==> config.mk <==
export PLATFORM = sky130hd
export DESIGN_NAME = system_sequencer
export DESIGN_NICKNAME = d
export VERILOG_FILES = /design/src/rtl/sequencer_pkg.sv /design/src/rtl/serial_slave.sv /design/src/rtl/sync_bits.sv /design/src/rtl/system_sequencer.sv
export SDC_FILE = /design/constraint.sdc
export NUM_CORES = 1
export LEC_CHECK = 0
export BUFFER_PORTS_ARGS = -buffer_cell sky130_fd_sc_hd__buf_2
export CAP_MARGIN = 5
export CORE_ASPECT_RATIO = 0.5
export CORE_MARGIN = 4
export CORE_UTILIZATION = 40
export DETAILED_ROUTE_END_ITERATION = 12
export PLACE_DENSITY_LB_ADDON = 0.08
export SLEW_MARGIN = 30
export SYNTH_ARGS = -nofsm -noshare
export SYNTH_HDL_FRONTEND = slang
export SYNTH_SLANG_ARGS = --single-unit
==> constraint.sdc <==
create_clock -name clk -period 4.1 [get_ports clk]
set_clock_uncertainty 0.1 [all_clocks]
set_input_delay 0.82 -clock clk [delete_from_list [all_inputs] [get_ports clk]]
set_output_delay 0.82 -clock clk [all_outputs]
set_load 0.005 [all_outputs]
==> src/rtl/sequencer_pkg.sv <==
// Shared constants and carrier types of the system sequencer.
package sequencer_pkg;

  // Serial slave address, seven bits.
  localparam logic [6:0] SLAVE_ADDR = 7'h5A;

  // Register offsets.
  localparam logic [7:0] SYSTEM_CONTROL_OFS = 8'h06;
  localparam logic [7:0] LDO_4_CTRL_OFS = 8'h40;
  localparam logic [7:0] LDO_5_CTRL_OFS = 8'h41;

  // Field positions in system_control.
  localparam int BUTTON_STATE_BIT = 0;
  localparam int BUTTON_IRQ_UNMASK = 1;
  localparam int WRITE_EXACT_BIT = 4;
  // Field position of the on bit in the LDO control registers.
  localparam int LDO_ON_BIT = 7;

  // Reset values.
  localparam logic UNMASK_RESET = 1'h1;
  localparam logic WRITE_EXACT_RESET = 1'h0;
  localparam logic LDO_ON_RESET = 1'h1;

  // Serial byte framing.
  localparam int BYTE_BITS = 8;
  localparam logic [3:0] LAST_BIT = 4'h7;
  localparam logic [3:0] ACK_SLOT = 4'h8;

  // Reset timing.
  localparam int CLK_FREQ_KHZ = 250000;
  localparam int RESET_TIME_MS = 260;
  localparam int RESET_CYCLES_DEFAULT = RESET_TIME_MS * CLK_FREQ_KHZ;
  localparam int RST_CNT_W = 27;

  // Synchronised inputs of the sequencer, in the order they are sampled.
  typedef struct packed {
    logic button_low;
    logic at_ground;
    logic enable_1;
    logic enable_2;
    logic enable_3;
    logic power_good;
    logic in_window;
    logic over_temp;
  } sense_type;

  // Idle levels: button released and not grounded, every flag low.
  localparam sense_type SENSE_IDLE = 8'h80;

  // Rail enables driven to the regulators.
  typedef struct packed {
    logic converter_1;
    logic converter_2;
    logic converter_3;
    logic ldo_4;
    logic ldo_5;
  } rail_en_type;

  // One register write from the serial slave.
  typedef struct packed {
    logic valid;
    logic [7:0] addr;
    logic [7:0] data;
  } reg_write_type;

  // Sequencer states, Gray coded along the startup path.
  typedef enum logic [2:0] {
    SEQ_OFF = 3'h0,
    SEQ_RAMP = 3'h1,
    SEQ_HOLD = 3'h3,
    SEQ_WAIT = 3'h2,
    SEQ_ON = 3'h6
  } seq_state_type;

  // Serial slave phases, Gray coded along the write transaction path.
  typedef enum logic [2:0] {
    PH_IDLE = 3'h0,
    PH_ADDR = 3'h1,
    PH_PTR = 3'h3,
    PH_WDAT = 3'h2,
    PH_RDAT = 3'h6
  } phase_type;

endpackage

==> src/rtl/serial_slave.sv <==
// Two-wire serial slave for single-byte register reads and writes.
module serial_slave (
  // Clock and reset
  input wire logic clk,
  input wire logic nrst,
  // Serial pins
  input wire logic scl_in,
  input wire logic sda_in,
  output logic sda_oe,
  // Register side
  output sequencer_pkg::reg_write_type wr,
  output logic [7:0] rd_addr,
  input wire logic [7:0] rd_data,
  output logic access
);
  import sequencer_pkg::*;

  logic scl_s;
  logic sda_s;
  logic scl_prev_reg;
  logic sda_prev_reg;
  phase_type phase_reg;
  logic [3:0] cnt_reg;
  logic [7:0] shift_reg;
  logic [7:0] tx_reg;
  logic rw_reg;
  logic nack_reg;

  sync_bits #(.WIDTH(2), .RESET_VAL(2'h3)) u_sync (
    .clk(clk),
    .nrst(nrst),
    .async_in({scl_in, sda_in}),
    .sync_out({scl_s, sda_s})
  );

  wire scl_rise = scl_s & ~scl_prev_reg;
  wire scl_fall = ~scl_s & scl_prev_reg;
  wire start_seen = scl_s & scl_prev_reg & sda_prev_reg & ~sda_s;
  wire stop_seen = scl_s & scl_prev_reg & ~sda_prev_reg & sda_s;
  wire byte_end = scl_fall & (cnt_reg == LAST_BIT);
  wire ack_end = scl_fall & (cnt_reg == ACK_SLOT);
  wire addr_hit = shift_reg[7:1] == SLAVE_ADDR;

  // A read follows a repeated start, so it uses the stored pointer.
  assign rd_addr = wr.addr;

  always_ff @(posedge clk) begin
    if (!nrst) begin
      scl_prev_reg <= 1'h1;
      sda_prev_reg <= 1'h1;
      phase_reg <= PH_IDLE;
      cnt_reg <= 4'h0;
      shift_reg <= 8'h00;
      tx_reg <= 8'h00;
      rw_reg <= 1'h0;
      nack_reg <= 1'h0;
      sda_oe <= 1'h0;
      wr <= '0;
      access <= 1'h0;
    end else begin
      scl_prev_reg <= scl_s;
      sda_prev_reg <= sda_s;
      wr.valid <= 1'h0;
      access <= 1'h0;
      if (start_seen) begin
        phase_reg <= PH_ADDR;
        // The clock fall that closes the start wraps the count to zero.
        cnt_reg <= '1;
        sda_oe <= 1'h0;
      end else if (stop_seen) begin
        phase_reg <= PH_IDLE;
        sda_oe <= 1'h0;
      end else if (phase_reg != PH_IDLE) begin
        // Bits are taken on the rising clock edge, MSB first.
        if (scl_rise && cnt_reg < ACK_SLOT) begin
          shift_reg <= {shift_reg[6:0], sda_s};
        end
        if (scl_rise && cnt_reg == ACK_SLOT) begin
          nack_reg <= sda_s;
        end
        if (byte_end) begin
          cnt_reg <= ACK_SLOT;
          unique case (phase_reg)
            PH_ADDR: begin
              // A foreign address leaves the bus alone until the next start.
              if (addr_hit) begin
                sda_oe <= 1'h1;
                rw_reg <= shift_reg[0];
                access <= 1'h1;
              end else begin
                phase_reg <= PH_IDLE;
              end
            end
            PH_PTR: sda_oe <= 1'h1;
            PH_WDAT: begin
              sda_oe <= 1'h1;
              wr.valid <= 1'h1;
              wr.data <= shift_reg;
            end
            PH_RDAT: sda_oe <= 1'h0;
            default: phase_reg <= PH_IDLE;
          endcase
        end else if (ack_end) begin
          cnt_reg <= 4'h0;
          sda_oe <= 1'h0;
          unique case (phase_reg)
            PH_ADDR: begin
              phase_reg <= rw_reg ? PH_RDAT : PH_PTR;
              if (rw_reg) begin
                tx_reg <= rd_data;
                sda_oe <= ~rd_data[7];
              end
            end
            PH_PTR: begin
              phase_reg <= PH_WDAT;
              wr.addr <= shift_reg;
            end
            PH_WDAT: phase_reg <= PH_WDAT;
            PH_RDAT: begin
              // Master nack ends the read; an ack repeats the byte.
              phase_reg <= nack_reg ? PH_IDLE : PH_RDAT;
              tx_reg <= rd_data;
              sda_oe <= ~nack_reg & ~rd_data[7];
            end
            default: phase_reg <= PH_IDLE;
          endcase
        end else if (scl_fall) begin
          cnt_reg <= cnt_reg + 4'h1;
          if (phase_reg == PH_RDAT) begin
            tx_reg <= {tx_reg[6:0], 1'h0};
            sda_oe <= ~tx_reg[6];
          end
        end
      end
    end
  end

endmodule // serial_slave

==> src/rtl/sync_bits.sv <==
// Two flip-flop synchroniser for a group of asynchronous levels.
module sync_bits #(
  parameter int WIDTH = 1,
  parameter logic [WIDTH-1:0] RESET_VAL = '0
) (
  // Clock and reset
  input wire logic clk,
  input wire logic nrst,
  // Levels
  input wire logic [WIDTH-1:0] async_in,
  output logic [WIDTH-1:0] sync_out
);

  logic [WIDTH-1:0] meta_reg;

  always_ff @(posedge clk) begin
    if (!nrst) begin
      meta_reg <= RESET_VAL;
      sync_out <= RESET_VAL;
    end else begin
      meta_reg <= async_in;
      sync_out <= meta_reg;
    end
  end

endmodule // sync_bits

==> src/rtl/system_sequencer.sv <==
// Push-button power sequencer with reset, interrupt and control register.
//
// Behaviour
// - Answer only slave address 1011010 plus direction.
// - Support single-byte register writes and reads only.
// - Eight bits, MSB first, sampled on rising clock.
// - Receiver acknowledges every byte.
// - Bit 0 reads live push-button state.
// - Bit 1 unmasks the push-button interrupt.
// - Bits 3:2 and 7:5 read-only, writes ignored.
// - Resistor press while off enables converter 1.
// - At 94 percent, enable LDOs, assert reset.
// - Hold reset 260 ms, release if in window.
// - After release, stay up only with enables; here it also stays up while the button is held.
// - After startup, host switches LDOs by register.
// - Enable inputs drive converters 1, 2, 3.
// - System stays on until all enables drop.
// - Grounded button asserts reset until timeout after release.
// - Second press interrupts host, which shuts down.
// - Interrupt on startup or unmasked event until access.
// - Over-temperature disables rails, blocks until cooled.
module system_sequencer #(
  parameter int unsigned RESET_CYCLES =
    sequencer_pkg::RESET_CYCLES_DEFAULT
) (
  // Clock and reset
  input wire logic clk,
  input wire logic nrst,
  // Serial pins
  input wire logic scl_in,
  input wire logic sda_in,
  output logic sda_out,
  output logic sda_oe,
  // Push button, resistor press and direct-to-ground detector
  input wire logic push_button_in_low,
  input wire logic button_at_ground,
  // Host enable inputs
  input wire logic enable_input_1,
  input wire logic enable_input_2,
  input wire logic enable_input_3,
  // Analog monitor flags
  input wire logic converter_1_power_good,
  input wire logic converter_1_in_window,
  input wire logic over_temp,
  // Regulator enables
  output sequencer_pkg::rail_en_type rails,
  // Open-drain reset output
  output logic reset_out_low,
  output logic reset_out_low_oe,
  // Open-drain interrupt output
  output logic interrupt_out_low,
  output logic interrupt_out_low_oe
);
  import sequencer_pkg::*;

  localparam logic [RST_CNT_W-1:0] RESET_LAST =
    RST_CNT_W'(RESET_CYCLES - 1);

  sense_type sense;
  reg_write_type wr;
  logic [7:0] rd_addr;
  logic [7:0] rd_data;
  logic access;

  seq_state_type state_reg;
  seq_state_type state_next;
  logic [RST_CNT_W-1:0] rst_cnt_reg;
  logic hard_hold_reg;
  logic button_prev_reg;
  logic unmask_reg;
  logic write_exact_reg;
  logic ldo_4_on_reg;
  logic ldo_5_on_reg;
  logic startup_pend_reg;
  logic button_pend_reg;
  logic reset_oe_reg;
  logic irq_oe_reg;
  logic sda_oe_raw;
  rail_en_type rails_next;
  rail_en_type rails_reg;

  // All pins and analog flags come from outside this clock domain.
  sync_bits #(.WIDTH($bits(sense_type)), .RESET_VAL(SENSE_IDLE)) u_sync (
    .clk(clk),
    .nrst(nrst),
    .async_in({push_button_in_low, button_at_ground, enable_input_1,
               enable_input_2, enable_input_3, converter_1_power_good,
               converter_1_in_window, over_temp}),
    .sync_out(sense)
  );

  serial_slave u_slave (
    .clk(clk),
    .nrst(nrst),
    .scl_in(scl_in),
    .sda_in(sda_in),
    .sda_oe(sda_oe_raw),
    .wr(wr),
    .rd_addr(rd_addr),
    .rd_data(rd_data),
    .access(access)
  );

  // Register decode, shared by the read mux and the write path.
  function automatic logic [2:0] reg_sel(input logic [7:0] addr);
    reg_sel = {addr == SYSTEM_CONTROL_OFS, addr == LDO_4_CTRL_OFS,
               addr == LDO_5_CTRL_OFS};
  endfunction

  // Button and enable conditions.
  wire pressed = ~sense.button_low;
  wire hard_press = sense.at_ground;
  wire any_enable = sense.enable_1 | sense.enable_2 | sense.enable_3;
  wire press_edge = pressed & ~button_prev_reg;
  wire timer_done = rst_cnt_reg == RESET_LAST;
  wire [2:0] wr_sel = reg_sel(wr.addr) & {3{wr.valid}};
  wire [2:0] rd_sel = reg_sel(rd_addr);

  // Startup is abandoned if the button goes away before the host
  // has taken over with an enable input.
  wire abandon = ~pressed & ~any_enable;

  // Bits 7:5 and 3:2 have no storage and read as zero.
  wire [7:0] sys_read = {3'h0, write_exact_reg, 2'h0, unmask_reg,
                         pressed};
  wire [7:0] ldo_4_read = {ldo_4_on_reg, 7'h00};
  wire [7:0] ldo_5_read = {ldo_5_on_reg, 7'h00};
  assign rd_data = rd_sel[2] ? sys_read :
                   rd_sel[1] ? ldo_4_read :
                   rd_sel[0] ? ldo_5_read : 8'h00;

  // Sequencer transitions.
  always_comb begin
    state_next = state_reg;
    unique case (state_reg)
      SEQ_OFF: begin
        if (pressed && !hard_press && !sense.over_temp) begin
          state_next = SEQ_RAMP;
        end
      end
      SEQ_RAMP: begin
        if (abandon) begin
          state_next = SEQ_OFF;
        end else if (sense.power_good) begin
          state_next = SEQ_HOLD;
        end
      end
      SEQ_HOLD: begin
        // A converter outside its window keeps reset held.
        if (abandon) begin
          state_next = SEQ_OFF;
        end else if (timer_done && sense.in_window) begin
          state_next = SEQ_WAIT;
        end
      end
      SEQ_WAIT: begin
        if (any_enable) begin
          state_next = SEQ_ON;
        end else if (!pressed) begin
          state_next = SEQ_OFF;
        end
      end
      SEQ_ON: begin
        if (!any_enable) begin
          state_next = SEQ_OFF;
        end
      end
      default: state_next = SEQ_OFF;
    endcase
    // Thermal shutdown overrides every state and blocks startup.
    if (sense.over_temp) begin
      state_next = SEQ_OFF;
    end
  end

  // Rail enables per state.
  always_comb begin
    rails_next = '0;
    unique case (state_next)
      SEQ_OFF: rails_next = '0;
      SEQ_RAMP: rails_next.converter_1 = 1'h1;
      SEQ_HOLD, SEQ_WAIT: begin
        rails_next.converter_1 = 1'h1;
        rails_next.ldo_4 = 1'h1;
        rails_next.ldo_5 = 1'h1;
      end
      SEQ_ON: begin
        rails_next.converter_1 = sense.enable_1;
        rails_next.converter_2 = sense.enable_2;
        rails_next.converter_3 = sense.enable_3;
        rails_next.ldo_4 = ldo_4_on_reg;
        rails_next.ldo_5 = ldo_5_on_reg;
      end
      default: rails_next = '0;
    endcase
  end

  always_ff @(posedge clk) begin
    if (!nrst) begin
      state_reg <= SEQ_OFF;
      rails_reg <= '0;
      button_prev_reg <= 1'h0;
    end else begin
      state_reg <= state_next;
      rails_reg <= rails_next;
      button_prev_reg <= pressed;
    end
  end

  // One timer serves the startup hold and the manual hard reset; both
  // start it from zero, and a grounded button keeps it at zero.
  always_ff @(posedge clk) begin
    if (!nrst) begin
      rst_cnt_reg <= '0;
      hard_hold_reg <= 1'h0;
    end else if (hard_press) begin
      rst_cnt_reg <= '0;
      hard_hold_reg <= 1'h1;
    end else if (state_reg == SEQ_RAMP && state_next == SEQ_HOLD) begin
      rst_cnt_reg <= '0;
    end else if (state_reg == SEQ_HOLD || hard_hold_reg) begin
      if (!timer_done) begin
        rst_cnt_reg <= rst_cnt_reg + 1'b1;
      end else begin
        hard_hold_reg <= 1'h0;
      end
    end
  end

  // Control register fields.
  always_ff @(posedge clk) begin
    if (!nrst) begin
      unmask_reg <= UNMASK_RESET;
      write_exact_reg <= WRITE_EXACT_RESET;
      ldo_4_on_reg <= LDO_ON_RESET;
      ldo_5_on_reg <= LDO_ON_RESET;
    end else begin
      if (wr_sel[2]) begin
        unmask_reg <= wr.data[BUTTON_IRQ_UNMASK];
        write_exact_reg <= wr.data[WRITE_EXACT_BIT];
      end
      // Startup turns both LDOs on, so the bits follow what runs.
      if (state_next == SEQ_HOLD) begin
        ldo_4_on_reg <= 1'h1;
        ldo_5_on_reg <= 1'h1;
      end else begin
        if (wr_sel[1]) begin
          ldo_4_on_reg <= wr.data[LDO_ON_BIT];
        end
        if (wr_sel[0]) begin
          ldo_5_on_reg <= wr.data[LDO_ON_BIT];
        end
      end
    end
  end

  // Pending interrupt causes. A new event in the cycle of an access
  // wins over the clear, so no event is lost.
  always_ff @(posedge clk) begin
    if (!nrst) begin
      startup_pend_reg <= 1'h0;
      button_pend_reg <= 1'h0;
    end else begin
      if (state_reg == SEQ_WAIT && state_next == SEQ_ON) begin
        startup_pend_reg <= 1'h1;
      end else if (access || state_next == SEQ_OFF) begin
        startup_pend_reg <= 1'h0;
      end
      if (state_reg == SEQ_ON && press_edge) begin
        button_pend_reg <= 1'h1;
      end else if (access) begin
        button_pend_reg <= 1'h0;
      end
    end
  end

  // Pin drivers, all registered.
  always_ff @(posedge clk) begin
    if (!nrst) begin
      reset_oe_reg <= 1'h1;
      irq_oe_reg <= 1'h0;
    end else begin
      reset_oe_reg <= (state_next != SEQ_WAIT && state_next != SEQ_ON) ||
                      hard_press || hard_hold_reg;
      irq_oe_reg <= startup_pend_reg ||
                    (button_pend_reg && unmask_reg);
    end
  end

  // Open-drain pins only ever pull low.
  assign sda_out = 1'h0;
  assign sda_oe = sda_oe_raw;
  assign reset_out_low = 1'h0;
  assign reset_out_low_oe = reset_oe_reg;
  assign interrupt_out_low = 1'h0;
  assign interrupt_out_low_oe = irq_oe_reg;
  assign rails = rails_reg;

endmodule // system_sequencer

### Word level (Yosys, flattened, before mapping)

Index checks and enable logic that the tools add are counted.

* bits in registers: 110
* input bits: 12
* output and inout bits: 11
* word-level logic and storage cells: 210

* add/subtract/negate cells: 2
* order comparisons: 1
* equality and inequality tests: 30
* mux-type cells: 54
* bitwise operators: 32
* reductions and logical operators: 56

Operators by type and width (number)
* $mux 3: 14
* $mux 7: 4
* $add 27x1->27 const B: 1
* $eq 27x26->1 const B: 1
* $mux 4: 6
* $mux 8: 3
* $mux 1: 19
* $eq 3x2->1 const B: 6
* $reduce_bool 2->1: 9
* $not 1->1: 17
* $eq 8x7->1 const B: 2
* $reduce_and 4->1: 4
* $pmux 3 s5: 1
* $pmux 7 s2: 1
* $and 1x1->1: 12
* $reduce_and 6->1: 2
* $reduce_bool 3->1: 4
* $reduce_or 3->1: 4
* $logic_and 1x1->1: 10
* $reduce_and 5->1: 2
* $eq 3x1->1 const B: 3
* $eq 3x3->1 const B: 3
* $ne 3x3->1 const B: 3
* $pmux 3 s3: 1
* 28 further kinds: 43

### Logic depth before layout (Yosys ltp)

Gate-level depths: netlist of the first run.

* depth after elaboration: 11
* depth in mapped cells: 8
* depth with buffers taken out: 7

### Hierarchy

From an unflattened synthesis of the first run, not the netlist that was laid out.

* cell total of the unflattened synthesis: 527
* area, all modules: 4898.4 µm²

Modules (own cells, without submodules)
* system_sequencer: instances 1, cells an instance 256, area each 2224.6 µm², sequential area each 900.9 µm²
* serial_slave: instances 1, cells an instance 230, area each 2124.5 µm², sequential area each 900.9 µm²
* sync_bits (u_sync): instances 1, cells an instance 33, area each 444.2 µm², sequential area each 320.3 µm²
* sync_bits (u_slave.u_sync): instances 1, cells an instance 8, area each 105.1 µm², sequential area each 80.1 µm²

### Least setup slack after synthesis of the first run

OpenSTA, ideal clock, no wires.

* path kind: input port to flip-flop
* start: input nrst
* end: register rst_cnt_reg[2]
* arrival: 2.327 ns
* required time: 3.941 ns
* slack: 1.613 ns
* cell stages on the path: 6
* path through: clkbuf_1 > clkinv_1 > or3_1 > buf_2 > or4_1 > nand2_1

* word-level cells in the longest chain between the ends: 2

RTL lines
* start: declaration: RTL line system_sequencer.sv:28 `input wire logic nrst,`
* $not 1->1 (no line)
* $reduce_or 3->1 (no line)
* end signal: assignment: RTL line system_sequencer.sv:223 `rst_cnt_reg <= rst_cnt_reg + 1'b1;`
* end: declaration: RTL line system_sequencer.sv:67 `logic [RST_CNT_W-1:0] rst_cnt_reg;`

Every way passes these cells.
A chain may end at the register's enable or synchronous reset.

### Worst setup path after layout of the first run

* start: register u_sync.sync_out[4]
* end: register rst_cnt_reg[2]

* word-level cells in the longest chain between the ends: 10
* elaborated cells on any way between the ends: 13

RTL lines
* start: declaration: RTL line sync_bits.sv:11 `output logic [WIDTH-1:0] sync_out`
* start signal: assignment: RTL line sync_bits.sv:22 `sync_out <= meta_reg;`
* $or 1x1->1 (*) (2 in series): RTL line system_sequencer.sv:113 `wire any_enable = sense.enable_1 | sense.enable_2 | sense.enable_3;`
* $not 1->1: RTL line system_sequencer.sv:121 `wire abandon = ~pressed & ~any_enable;`
* $and 1x1->1: RTL line system_sequencer.sv:121
* $mux 3 (on tied branches): RTL line system_sequencer.sv:150, system_sequencer.sv:142
* $pmux 3 s5 (*): RTL line system_sequencer.sv:135 `unique case (state_reg)`
* $mux 3 (*): RTL line system_sequencer.sv:171 `if (sense.over_temp) begin`
* $eq 3x2->1 (*): RTL line system_sequencer.sv:219 `end else if (state_reg == SEQ_RAMP && state_next == SEQ_HOLD) begin`
* $logic_and 1x1->1 (*): RTL line system_sequencer.sv:219
* $reduce_or 3->1 (no line) (*)

Every way passes the cells marked *; elsewhere a longest branch is shown, timed or not.

==> summary by stage, run 1 <==
Place
OpenSTA, run right after detailed placement, puts the worst setup slack at 1.52 ns. The count of buffers added on input and output ports is 19. In this run, placement finished with an instance count of 629. In this run the cell area measured after placement is 4650 µm².

The placer congestion estimate is ~0.8. The placed wire-length estimate is 6300 µm.

Cells and area
The area growth from synthesis to layout is 11.0%. The final layout contains 515 nets. Counting the fill cells in the layout gives about 1000.

The flip-flop count of the largest register after layout is 27. Once layout is complete, the cells apart from fillers number 645. After routing the design area is 4950 µm².

The number of antenna diodes in the final layout is 0. Of the cells placed in the final design, the portion with a size suffix greater than 1 is 10.7%.

Critical path
In this run the worst path has a maximum fanout of 27. The category of the worst setup path capture point is a flop. The data required time at the worst endpoint is 4.29 ns.

The category of the critical setup timing path is flop to flop. For the worst setup path, the data arrival time is 2.62 ns. Setup slack on the worst reg-to-reg path comes out at 1.67 ns. The number of cells on the worst reg-to-reg path is 5. The kind of start point of the critical path is a flop.

Drt
Detailed routing placed a total of 3940 µm of wire on met2. The wire length per cell after detailed routing is 14.1 µm. The sum of met3 wire segment lengths after detailed routing is 288 µm. The detailed router placed 3369 vias in this run. The ratio of routed vias to standard cells is ~5.2. In this run, the number of DRC markers left after iteration 0 of detailed routing was 207. The number of detailed-routing iterations run before antenna repair is 4. The total length of routed wires is 9110 µm.

The highest layer used for signal routing is met4. After detailed routing, the number of remaining DRC violations is 0. The number of nets with antenna violations after detailed routing is 0. The wire length the detailed router placed on met1 is around 4800 µm.

STA
Setup violations remaining at the end of the flow were counted as 0. In the final timing run, aggregate negative setup slack is 0 ns. The final max-slew violation count is 0.

Setup repair after global routing left no endpoint under its margin. The final-report hold violation count was 0. Headroom to the max-slew limit came out at 42.7%. At the pin with the least slew margin, the transition time is between 0.8 and 0.9 ns. After layout, the worst setup slack is 1.67 ns. Dividing the final minimum period by the clock period gives 59.3%.

The shortest period the worst path allows is 2.43 ns. The maximum clock frequency is about 0.41 GHz.

GRT
The aggregate global-route resource usage is approximately 15%. The number of global-route vias before repair came to 3164. The number of antenna violations at the first check in global routing is 0. Entering global routing, the biggest net connects 37 pins. The first global-routing pass estimated 15700 µm of wire.

The total overflow left after global routing is 0.

Logic synthesis
After synthesis, the share of flip-flops with an asynchronous set or reset is 0%. The count of yosys warnings during synthesis is 0. The area of the mapped netlist is about 4500 µm². Counting every instance in the synthesized netlist gives 488.

The number of storage elements in the synthesis netlist is between 100 and 150. Yosys instantiated no cell more often than dfxtp_1. In this run, synthesis inferred 0 flip-flops with an integrated enable. Ranked by total cell area, the synthesized netlist is headed by dfxtp_1 47%, mux2i_1 6.1%, nor2_1 4.5%.

The count of different cell masters after synthesis is between 60 and 70. The commonest cells after synthesis are 105 x dfxtp_1, 54 x nor2_1, 31 x nand2_1. The leading register cell type out of synthesis is dfxtp_1. The average cell area after synthesis is 9.15 µm².

Summing the sequential cell areas from Yosys gives 47.1% of the chip area. The post-synthesis cell type with the largest combined area is dfxtp_1. The area share of the leading cell type in the synthesized netlist is ~47%.

Die
The floorplan step set the die height to between 80 and 90 µm. The overall die area is roughly 13000 µm². The floorplan has 26 rows. The core outline area is around 11000 µm². The starting utilization of the core area is 42.4%. The I/O pin total is 23. The die is 157 µm wide.

Min path
The type of the tightest min-delay check is flop to flop. The depth of the worst hold-timing path is 1.

Clocking
Hold repair after CTS inserted 0 buffers. The buffers inserted during post-CTS setup optimization is 0. The number of clock sinks is 105. The number of buffers on the longest clock path is 2. Clock latency on the worst-skew pair, taken at its later pin, is 0.34 ns. The number of gates resized after CTS was 0. TritonCTS built the clock tree. The clock-pin slew on the worst setup and hold paths is 0.07 ns. The clock tree root buffer cell is clkbuf_16. The H-tree depth is 3. The total clock buffers created by CTS is 9.

Power and ir drop
The power density over cell area is 402 nW/µm². Overall power consumption after layout is estimated at about 2.0 mW. In this run the static leakage power is about 1.7 nW. The worst voltage drop across the vdd grid is 172 µV.

Job
The count of maximum capacitance violations is 0.

Outcome
The flow ran to the end, and the final reports show no timing, DRC or antenna violations.
## layout make-up
class | count | area (µm²) | area share, %
multi-input combinational | 345 | 2200 | 44.3
sequential | 105 | 2100 | 42.4
clock buffer | 9 | 225 | 4.55
tap | 140 | 175 | 3.54
timing repair buffer | 21 | 110 | 2.22
clock inverter | 7 | 77.6 | 1.57
inverter | 18 | 67.6 | 1.36
## cells in the final DEF (no fill, tap or decap), types with 12 or more instances in the layout
cell / instances
buf_2: 19
a21oi_1: 24
nand2b_1: 13
xnor2_1: 12
o21ai_0: 19
mux2i_1: 27
dfxtp_1: 105
nor3_1: 15
nor2_1: 54
inv_1: 17
nand2_1: 31
nand3_1: 19
and2_1: 17
## power breakdown
group	internal (mW)	switching (mW)	total, mW	leakage [nW]
Sequential	1.03	0.0140	1.05	0.852
Clock	0.479	0.396	0.875	0.140
Combinational	0.0282	0.0404	0.0686	0.731
Total	1.54	0.451	1.99	1.72
## cells by family after synthesis
family	count (synthesis)	share of synthesized area, %
simple gates	216	27.1
flops	105	47.1
compound gates	79	11.5
buf+inv	40	3.95
mux	28	6.30
xor+xnor	16	3.14
fa+ha+maj	3	0.841
other cells	1	0.0840
## per-layer routing
metal,global-route usage [%],vias up
met5,0,-
met4,4.12,0
met3,4.37,2
met2,23.5,35
met1,21.0,1584
li1,-,1748
## critical path: stages, from the launching register on
cell,delay (ns)
dfxtp_1,0.34
nor4b_4,0.36
and4b_1,0.27
or3_2,0.68
or4_1,0.54
nand2_1,0.07
## worst paths after layout
| kind | from | endpoint |
|---|---|---|
| worst max-delay path | u_sync.sync_out[4] | rst_cnt_reg[2] |
| worst min-delay path | u_slave.u_sync.meta_reg[0] | u_slave.u_sync.sync_out[0] |
| worst max register to register | u_sync.sync_out[4] | rst_cnt_reg[2] |
| worst min register to register | u_slave.u_sync.meta_reg[0] | u_slave.u_sync.sync_out[0] |
## stage by stage
stage                     hold WS (ns)  util (%)
final                            0.315      47.0
after global routing             0.321      47.0
after CTS                        0.316      47.0
after detailed placement         0.294      44.1
after global placement           0.294      44.1
after floorplan                  0.286         -
Power figures use the tool's default switching activity.
==> inputs of run 2 (changes only) <==
==> constraint.sdc (replaced) <==
create_clock -name clk -period 2.35 [get_ports clk]
set_clock_uncertainty 0.1 [all_clocks]
set_input_delay 0.47 -clock clk [delete_from_list [all_inputs] [get_ports clk]]
set_output_delay 0.47 -clock clk [all_outputs]
set_load 0.005 [all_outputs]
==> summary by stage, run 2 (same netlist as run 1, synthesis figures left out) <==
STA
The portion of the clock cycle consumed by the worst path in the final layout is 92.9%. The final-report hold violation count was 0. The setup slack after layout is between 0.15 and 0.2 ns.

Setup violations remaining at the end of the flow were counted as 0. Counting I/O delays and the setup requirement, the final critical path takes between 2 and 2.5 ns. The final max-slew violation count is 0. Setup repair after global routing left no endpoint under its margin. Static timing analysis puts the maximum clock frequency at roughly 0.46 GHz. The worst relative slew slack is 44.7%.

The final-layout setup total negative slack is 0 ns. The transition time at the pin with the least slew margin is 0.826 ns.

Place
The placed wire-length estimate is 6440 µm. Before CTS, the worst setup slack after placement is 0.140 ns. The placer congestion estimate is 0.836. The count of input and output buffers is 19.

Cells and area
The final layout contains 530 nets. The top cell types in the final layout, fill and taps aside, are 105 x dfxtp_1, 54 x nor2_1, 31 x nand2_1. Cells with a size suffix above 1 make up 12.9% of the layout.

The antenna diode count is 0. The register with the most flip-flops in the layout has 27 of them. The layout overhead on the synthesized area is 14.2%. The most common library cell in the layout ignoring fill and taps is dfxtp_1.

After filler insertion, the fill cell instance count of the layout stands at about 1100.

Critical path
The kind of start point of the critical path is a flop. The largest driver fanout on the critical path is 6. At the worst endpoint, the arrival time is 2.29 ns. The worst-path cell with the longest stage delay is or4_1.

The sum of buffers and inverters on the critical path is 0. The critical path's largest stage delay is 0.58 ns. The cell class contributing the biggest share of worst-path delay is simple AND/OR/NAND/NOR gates.

The data required time at the worst endpoint is 2.45 ns. The category of the critical setup timing path is flop to flop. Traced cell by cell, the critical path runs through or4_1, nor4_4, nand4_1, a21oi_2, o211ai_1.

STA classifies the critical path endpoint as a flop.

Drt
After detailed routing, the number of vias per cell comes to roughly 5.2. For this block, the initial DRC count from the detailed router was 223. Summed over all layers, the routed wires come to approximately 9100 µm.

In the routed design, unresolved DRC markers number 0. The via count is 3449. The detail route stage leaves a number of antenna-violating nets equal to 0. In the final routed layout, each cell accounts on average for 13.9 µm. The number of detailed-routing iterations run before antenna repair is 4.

Clocking
Counting the buffers created by CTS gives 9. The quantity of hold-fixing buffers added after cts is 0. Gates resized during post-CTS repair numbered 0. The clock tree from TritonCTS is built.

The clock insertion delay at the later pin of the skew report is 0.34 ns. The buffers inserted during post-CTS setup optimization is 0. Clock-pin slew was measured on the worst setup and hold paths at about 0.070 ns.

The number of clock sinks is ~110. The tree is rooted in a clkbuf_16. The H-tree depth is 3.

The number of buffers on the longest clock path is 2.

Min path
The type of the tightest min-delay check is primary input to flop.

GRT
The number of global-route vias before repair is 3192. The global-route congestion overflow total is 0. The first global-routing pass estimated 15800 µm of wire. The maximum number of pins on one net before global-route repair is 36. The number of antenna violations at the first check in global routing is 0. The aggregate global-route resource usage is 15.2%.

Die
For this design the top-level I/O count stands at 23. The floorplan step defined a die boundary enclosing between 10000 and 15000 µm². From left edge to right edge, the die measures 157 µm. The core outline area is 10500 µm². The initial utilization of the core area, before any placement, comes to between 40% and 50%. After floorplanning, the core was divided into 26 placement rows. The die is 82.7 µm tall.

Job
Across the run, the number of max-cap violations was 0.

Power and ir drop
VDD sags by at most 281 µV. Dividing total power by cell area gives a power density of around 700 nW/µm². Summed over all cells, the static leakage comes to approximately 1.8 nW.

Outcome
The run finished with clean final reports.
## run 2: power by group
group / internal (mW) / switching (mW) / total, mW
clock: 0.971 / 0.658 / 1.63
sequential: 1.80 / 0.0225 / 1.83
combinational: 0.0524 / 0.0732 / 0.126
## run 2: path summary, 6_finish.rpt
path	from	endpoint	slack [ns]	depth (start not counted)
hold reg to reg	u_sync.meta_reg[7]	u_sync.sync_out[7]	0.31	1
hold / removal	push_button_in_low	u_sync.meta_reg[7]	0.21	2
setup reg to reg	rst_cnt_reg[8]	ldo_4_on_reg	0.17	5
setup / recovery	rst_cnt_reg[8]	ldo_4_on_reg	0.17	5
## run 2: metal layers
layer | GRT usage (%) | part of all wire [%] | routed length, µm | vias up
met4 | 4.46 | 0.74 | 68 | 0
met2 | 24.1 | 45 | 4070 | 38
met3 | 4.11 | 2.9 | 268 | 8
met5 | 0 | 0 | 0 | -
met1 | 20.5 | 52 | 4740 | 1621
li1 | - | - | - | 1782
## run 2: through the flow
| step | instance area [µm²] | hold WS [ns] | util [%] | cells | total power, mW |
|---|---|---|---|---|---|
| 6_report | 5100 | 0.205 | 48.4 | 660 | 3.58 |
| 5_1_grt | 5100 | 0.206 | 48.4 | 660 | 3.72 |
| 4_1_cts | 5090 | 0.191 | 48.3 | 660 | 3.63 |
| 3_5_place_dp | 4760 | 0.299 | 45.2 | 644 | 2.00 |
| 3_3_place_gp | 4760 | 0.297 | 45.2 | 644 | 2.00 |
| 2_1_floorplan | 4470 | 0.286 | - | 490 | 1.96 |
## run 2: final cells by class
cell class                 count  area [µm²]  area share, %
clock buffer                  11         243           4.76
inverter                      18        67.6           1.32
clock inverter                 5        86.3           1.69
sequential                   105        2100           41.2
multi-input combinational    345        2200           43.2
timing repair buffer          36         223           4.37
tap                          140         175           3.43
==> inputs of run 3 (changes only) <==
--- a/config.mk
+++ b/config.mk
@@ -15,4 +15,5 @@
 export SLEW_MARGIN = 30
 export SYNTH_ARGS = -nofsm -noshare
 export SYNTH_HDL_FRONTEND = slang
+export SYNTH_HIERARCHICAL = 1
 export SYNTH_SLANG_ARGS = --single-unit
==> summary by stage, run 3 <==
Clocking
The quantity of hold-fixing buffers added after cts is 0. After clock tree synthesis, the clock-pin slew on the worst setup and hold paths is 0.08 ns. The clock reaches the later pin of the worst-skew pair after 0.34 ns. The post-cts repair resize count is 0.

The number of buffers on the longest clock path is 2. The buffers inserted during post-CTS setup optimization is 0. The H-tree was split into 3 levels.

The number of clock buffers added by TritonCTS is 9. The tree is rooted in a clkbuf_16. TritonCTS built the clock tree. The number of clock sinks is 105.

STA
Timing would allow up to 0.467 GHz. The final-report hold violation count came to 0. The final-layout setup total negative slack is 0 ns. The shortest period the worst path allows is roughly 2.1 ns.

The final max-slew violation count is 0. Setup violations remaining at the end of the flow were counted as 0. The portion of the clock cycle consumed by the worst path in the final layout is 91.2%.

Setup repair after global routing left no endpoint under its margin. At the pin with the least slew margin, the transition time is 0.615 ns. The final hold slack is a little over 0.2 ns. Headroom to the max-slew limit came out at 58.9%.

Cells and area
The library cell used most frequently in the layout, excluding fill and tap cells, is dfxtp_1. The flip-flop count of the largest register after layout is 27. The count of cells in the finished layout, fillers not included, comes to 697. The final core area utilization is 46.9%. Of the cells placed in the final design, the portion with a size suffix greater than 1 is between 10% and 20%. Fill cells in the final layout number 1112.

The library cells used most frequently in the layout, excluding fill and tap cells, are 105 x dfxtp_1, 69 x nor2_1, 41 x nand2_1. The final net count is 548. The layout overhead on the synthesized area is 11.8%. The antenna diode count is 0.

Power and ir drop
The switching power is 0.808 mW. The analysis attributes to cell leakage a power of 1.92 nW. Net switching is 23.0% of the power. Of the total power, combinational logic draws under 10%. The internal power of the cells totals roughly 2.7 mW.

IR analysis of the VDD net gives a maximum drop of 315 µV. The sequential power share is between 50% and 60%. Overall power consumption after layout is estimated at approximately 3.5 mW. Power spread over the standard cell area amounts to approximately 670 nW/µm². The share of total power dissipated in the clock network is 44.1%.

Die
The height of the die is roughly 85 µm. The floorplan row count is 27. The core outline area is 11300 µm². The overall die area is 13700 µm².

For this configuration, the core starts out at a cell density of 41.9%. The overall die width is 162 µm. During I/O placement, the number of pins put on the boundary was 23.

Logic synthesis
During synthesis, Yosys emitted a total of 6 warnings. After synthesis, the mean cell area works out to 9.24 µm². The gate count after technology mapping is about 500. The area of the mapped netlist is 4730 µm².

Drt
Across all layers, the routed design uses about 3600 vias. For this run, design rule violations remaining after detail routing come to 0. The number of detailed-routing iterations run before antenna repair is 4. In this run the remaining antenna-violating nets after routing total 0. The total length of routed wires is 9810 µm. The ratio of routed vias to standard cells is 5.10. The wire length per cell after detailed routing is 14.1 µm. The initial detailed-routing violation count is between 150 and 200.

Place
Detailed placement ended at an HPWL of 6840 µm. The number of instances in the placed design is 681. The congestion estimate from routability-driven global placement came to 0.792.

The count of input and output buffers is 19.

Critical path
In this design, the largest share of critical-path delay is due to simple AND/OR/NAND/NOR gates. The worst register-to-register path begins at rst_cnt_reg[11]. The start point of the critical path is rst_cnt_reg[11]. Walking the worst path, the cells encountered are or4b_4, nor4_4, a21oi_4, and4_4, mux2i_1.

The critical path's largest stage delay is 0.56 ns. The data required time at the worst endpoint is 2.48 ns. The worst setup path is captured at a flop. The kind of start point of the critical path is a flop.

Among all stages on the critical path, the largest delay is contributed by or4b_4. The worst setup path endpoint is rst_cnt_reg[3]. Measured in cells, the most critical reg-to-reg path has a length of 5. Data arrives at the worst endpoint at 2.28 ns. The endpoint of the worst register-to-register path is rst_cnt_reg[3]. The category of the critical setup timing path is flop to flop. Setup slack on the worst reg-to-reg path comes out at 0.21 ns. Together, buffers and inverters on the worst path number 0.

The depth of the critical timing path with buffers and inverters included is 5. The largest driver fanout on the critical path is 9.

GRT
The first-pass GRT wire length is 16500 µm. Entering global routing, the biggest net connects 36 pins. The number of global-route vias before repair was 3349.

The aggregate global-route resource usage is 14.7%. Summed over all layers, the global routing overflow is 0. For met3 alone, demand over resource in global routing was under 10%. The number of antenna violations at the first check in global routing came to 0. Global routing used 22.4% of the available met2 tracks.

The global-route met1 utilization is 20.5%. The layer with the highest usage is met2.

Job
The count of maximum capacitance violations is 0.

Min path
The type of the tightest min-delay check is primary input to flop.

Outcome
The run finished with clean final reports.
## run 3: changes by cell type in the layout (fill, tap and decap cells not counted), sizes merged, moves of 7 or more
cell | before | now
nand2 | 31 | 42
a311oi | 0 | 8
nor2 | 54 | 72
o21ai | 19 | 11
a21oi | 25 | 16
xnor2 | 12 | 19
## run 3: how the worst min path moves through the flow
| stage | start | endpoint | slack [ns] | cells after the start |
|---|---|---|---|---|
| after global placement | u_slave/u_sync/meta_reg[0] | u_slave/u_sync/sync_out[0] | 0.29 | 1 |
| final | sda_in | u_slave/u_sync/meta_reg[0] | 0.20 | 2 |
| after floorplan | u_slave/u_sync/meta_reg[0] | u_slave/u_sync/sync_out[0] | 0.29 | 1 |
| after CTS | sda_in | u_slave/u_sync/meta_reg[0] | 0.19 | 2 |
| after global routing | sda_in | u_slave/u_sync/meta_reg[0] | 0.20 | 2 |
| after detailed placement | u_slave/u_sync/meta_reg[0] | u_slave/u_sync/sync_out[0] | 0.30 | 1 |
## run 3: final cells by class
cell class | instances | area, µm² | share of cell area (%)
Multi-Input combinational cell | 371 | 2420 | 45.8
Sequential cell | 105 | 2100 | 39.8
Clock buffer | 9 | 225 | 4.26
Timing Repair Buffer | 34 | 208 | 3.93
Tap cell | 159 | 199 | 3.76
Clock inverter | 7 | 85.1 | 1.61
Inverter | 12 | 45.0 | 0.852
## run 3: worst reg2reg max path: cells and delay by family (launching register included)
kind	cells	cell delay, ns
simple gates	3	1.29
flops	1	0.37
compound gates	1	0.18
mux	1	0.11
## run 3: per-layer routing
metal,wire (µm),share of wire [%]
met1,5310,54
met2,4110,42
met3,292,3.0
met4,89,0.91
met5,0,0
## run 3: per-stage QoR
step | setup slack [ns] | cell area [µm²]
after floorplan | 0.324 | 4750
after global placement | 0.266 | 4980
after detailed placement | 0.240 | 4980
after CTS | 0.211 | 5290
after global routing | 0.0860 | 5290
final | 0.208 | 5290
## run 3: power groups by stage
stage	Sequential [mW]	Clock [mW]	Combinational (mW)
6_report	1.83	1.55	0.137
4_1_cts	1.83	1.61	0.139
2_1_floorplan	1.86	0	0.108
5_1_grt	1.83	1.68	0.153
3_3_place_gp	1.87	0	0.138
3_5_place_dp	1.87	0	0.138
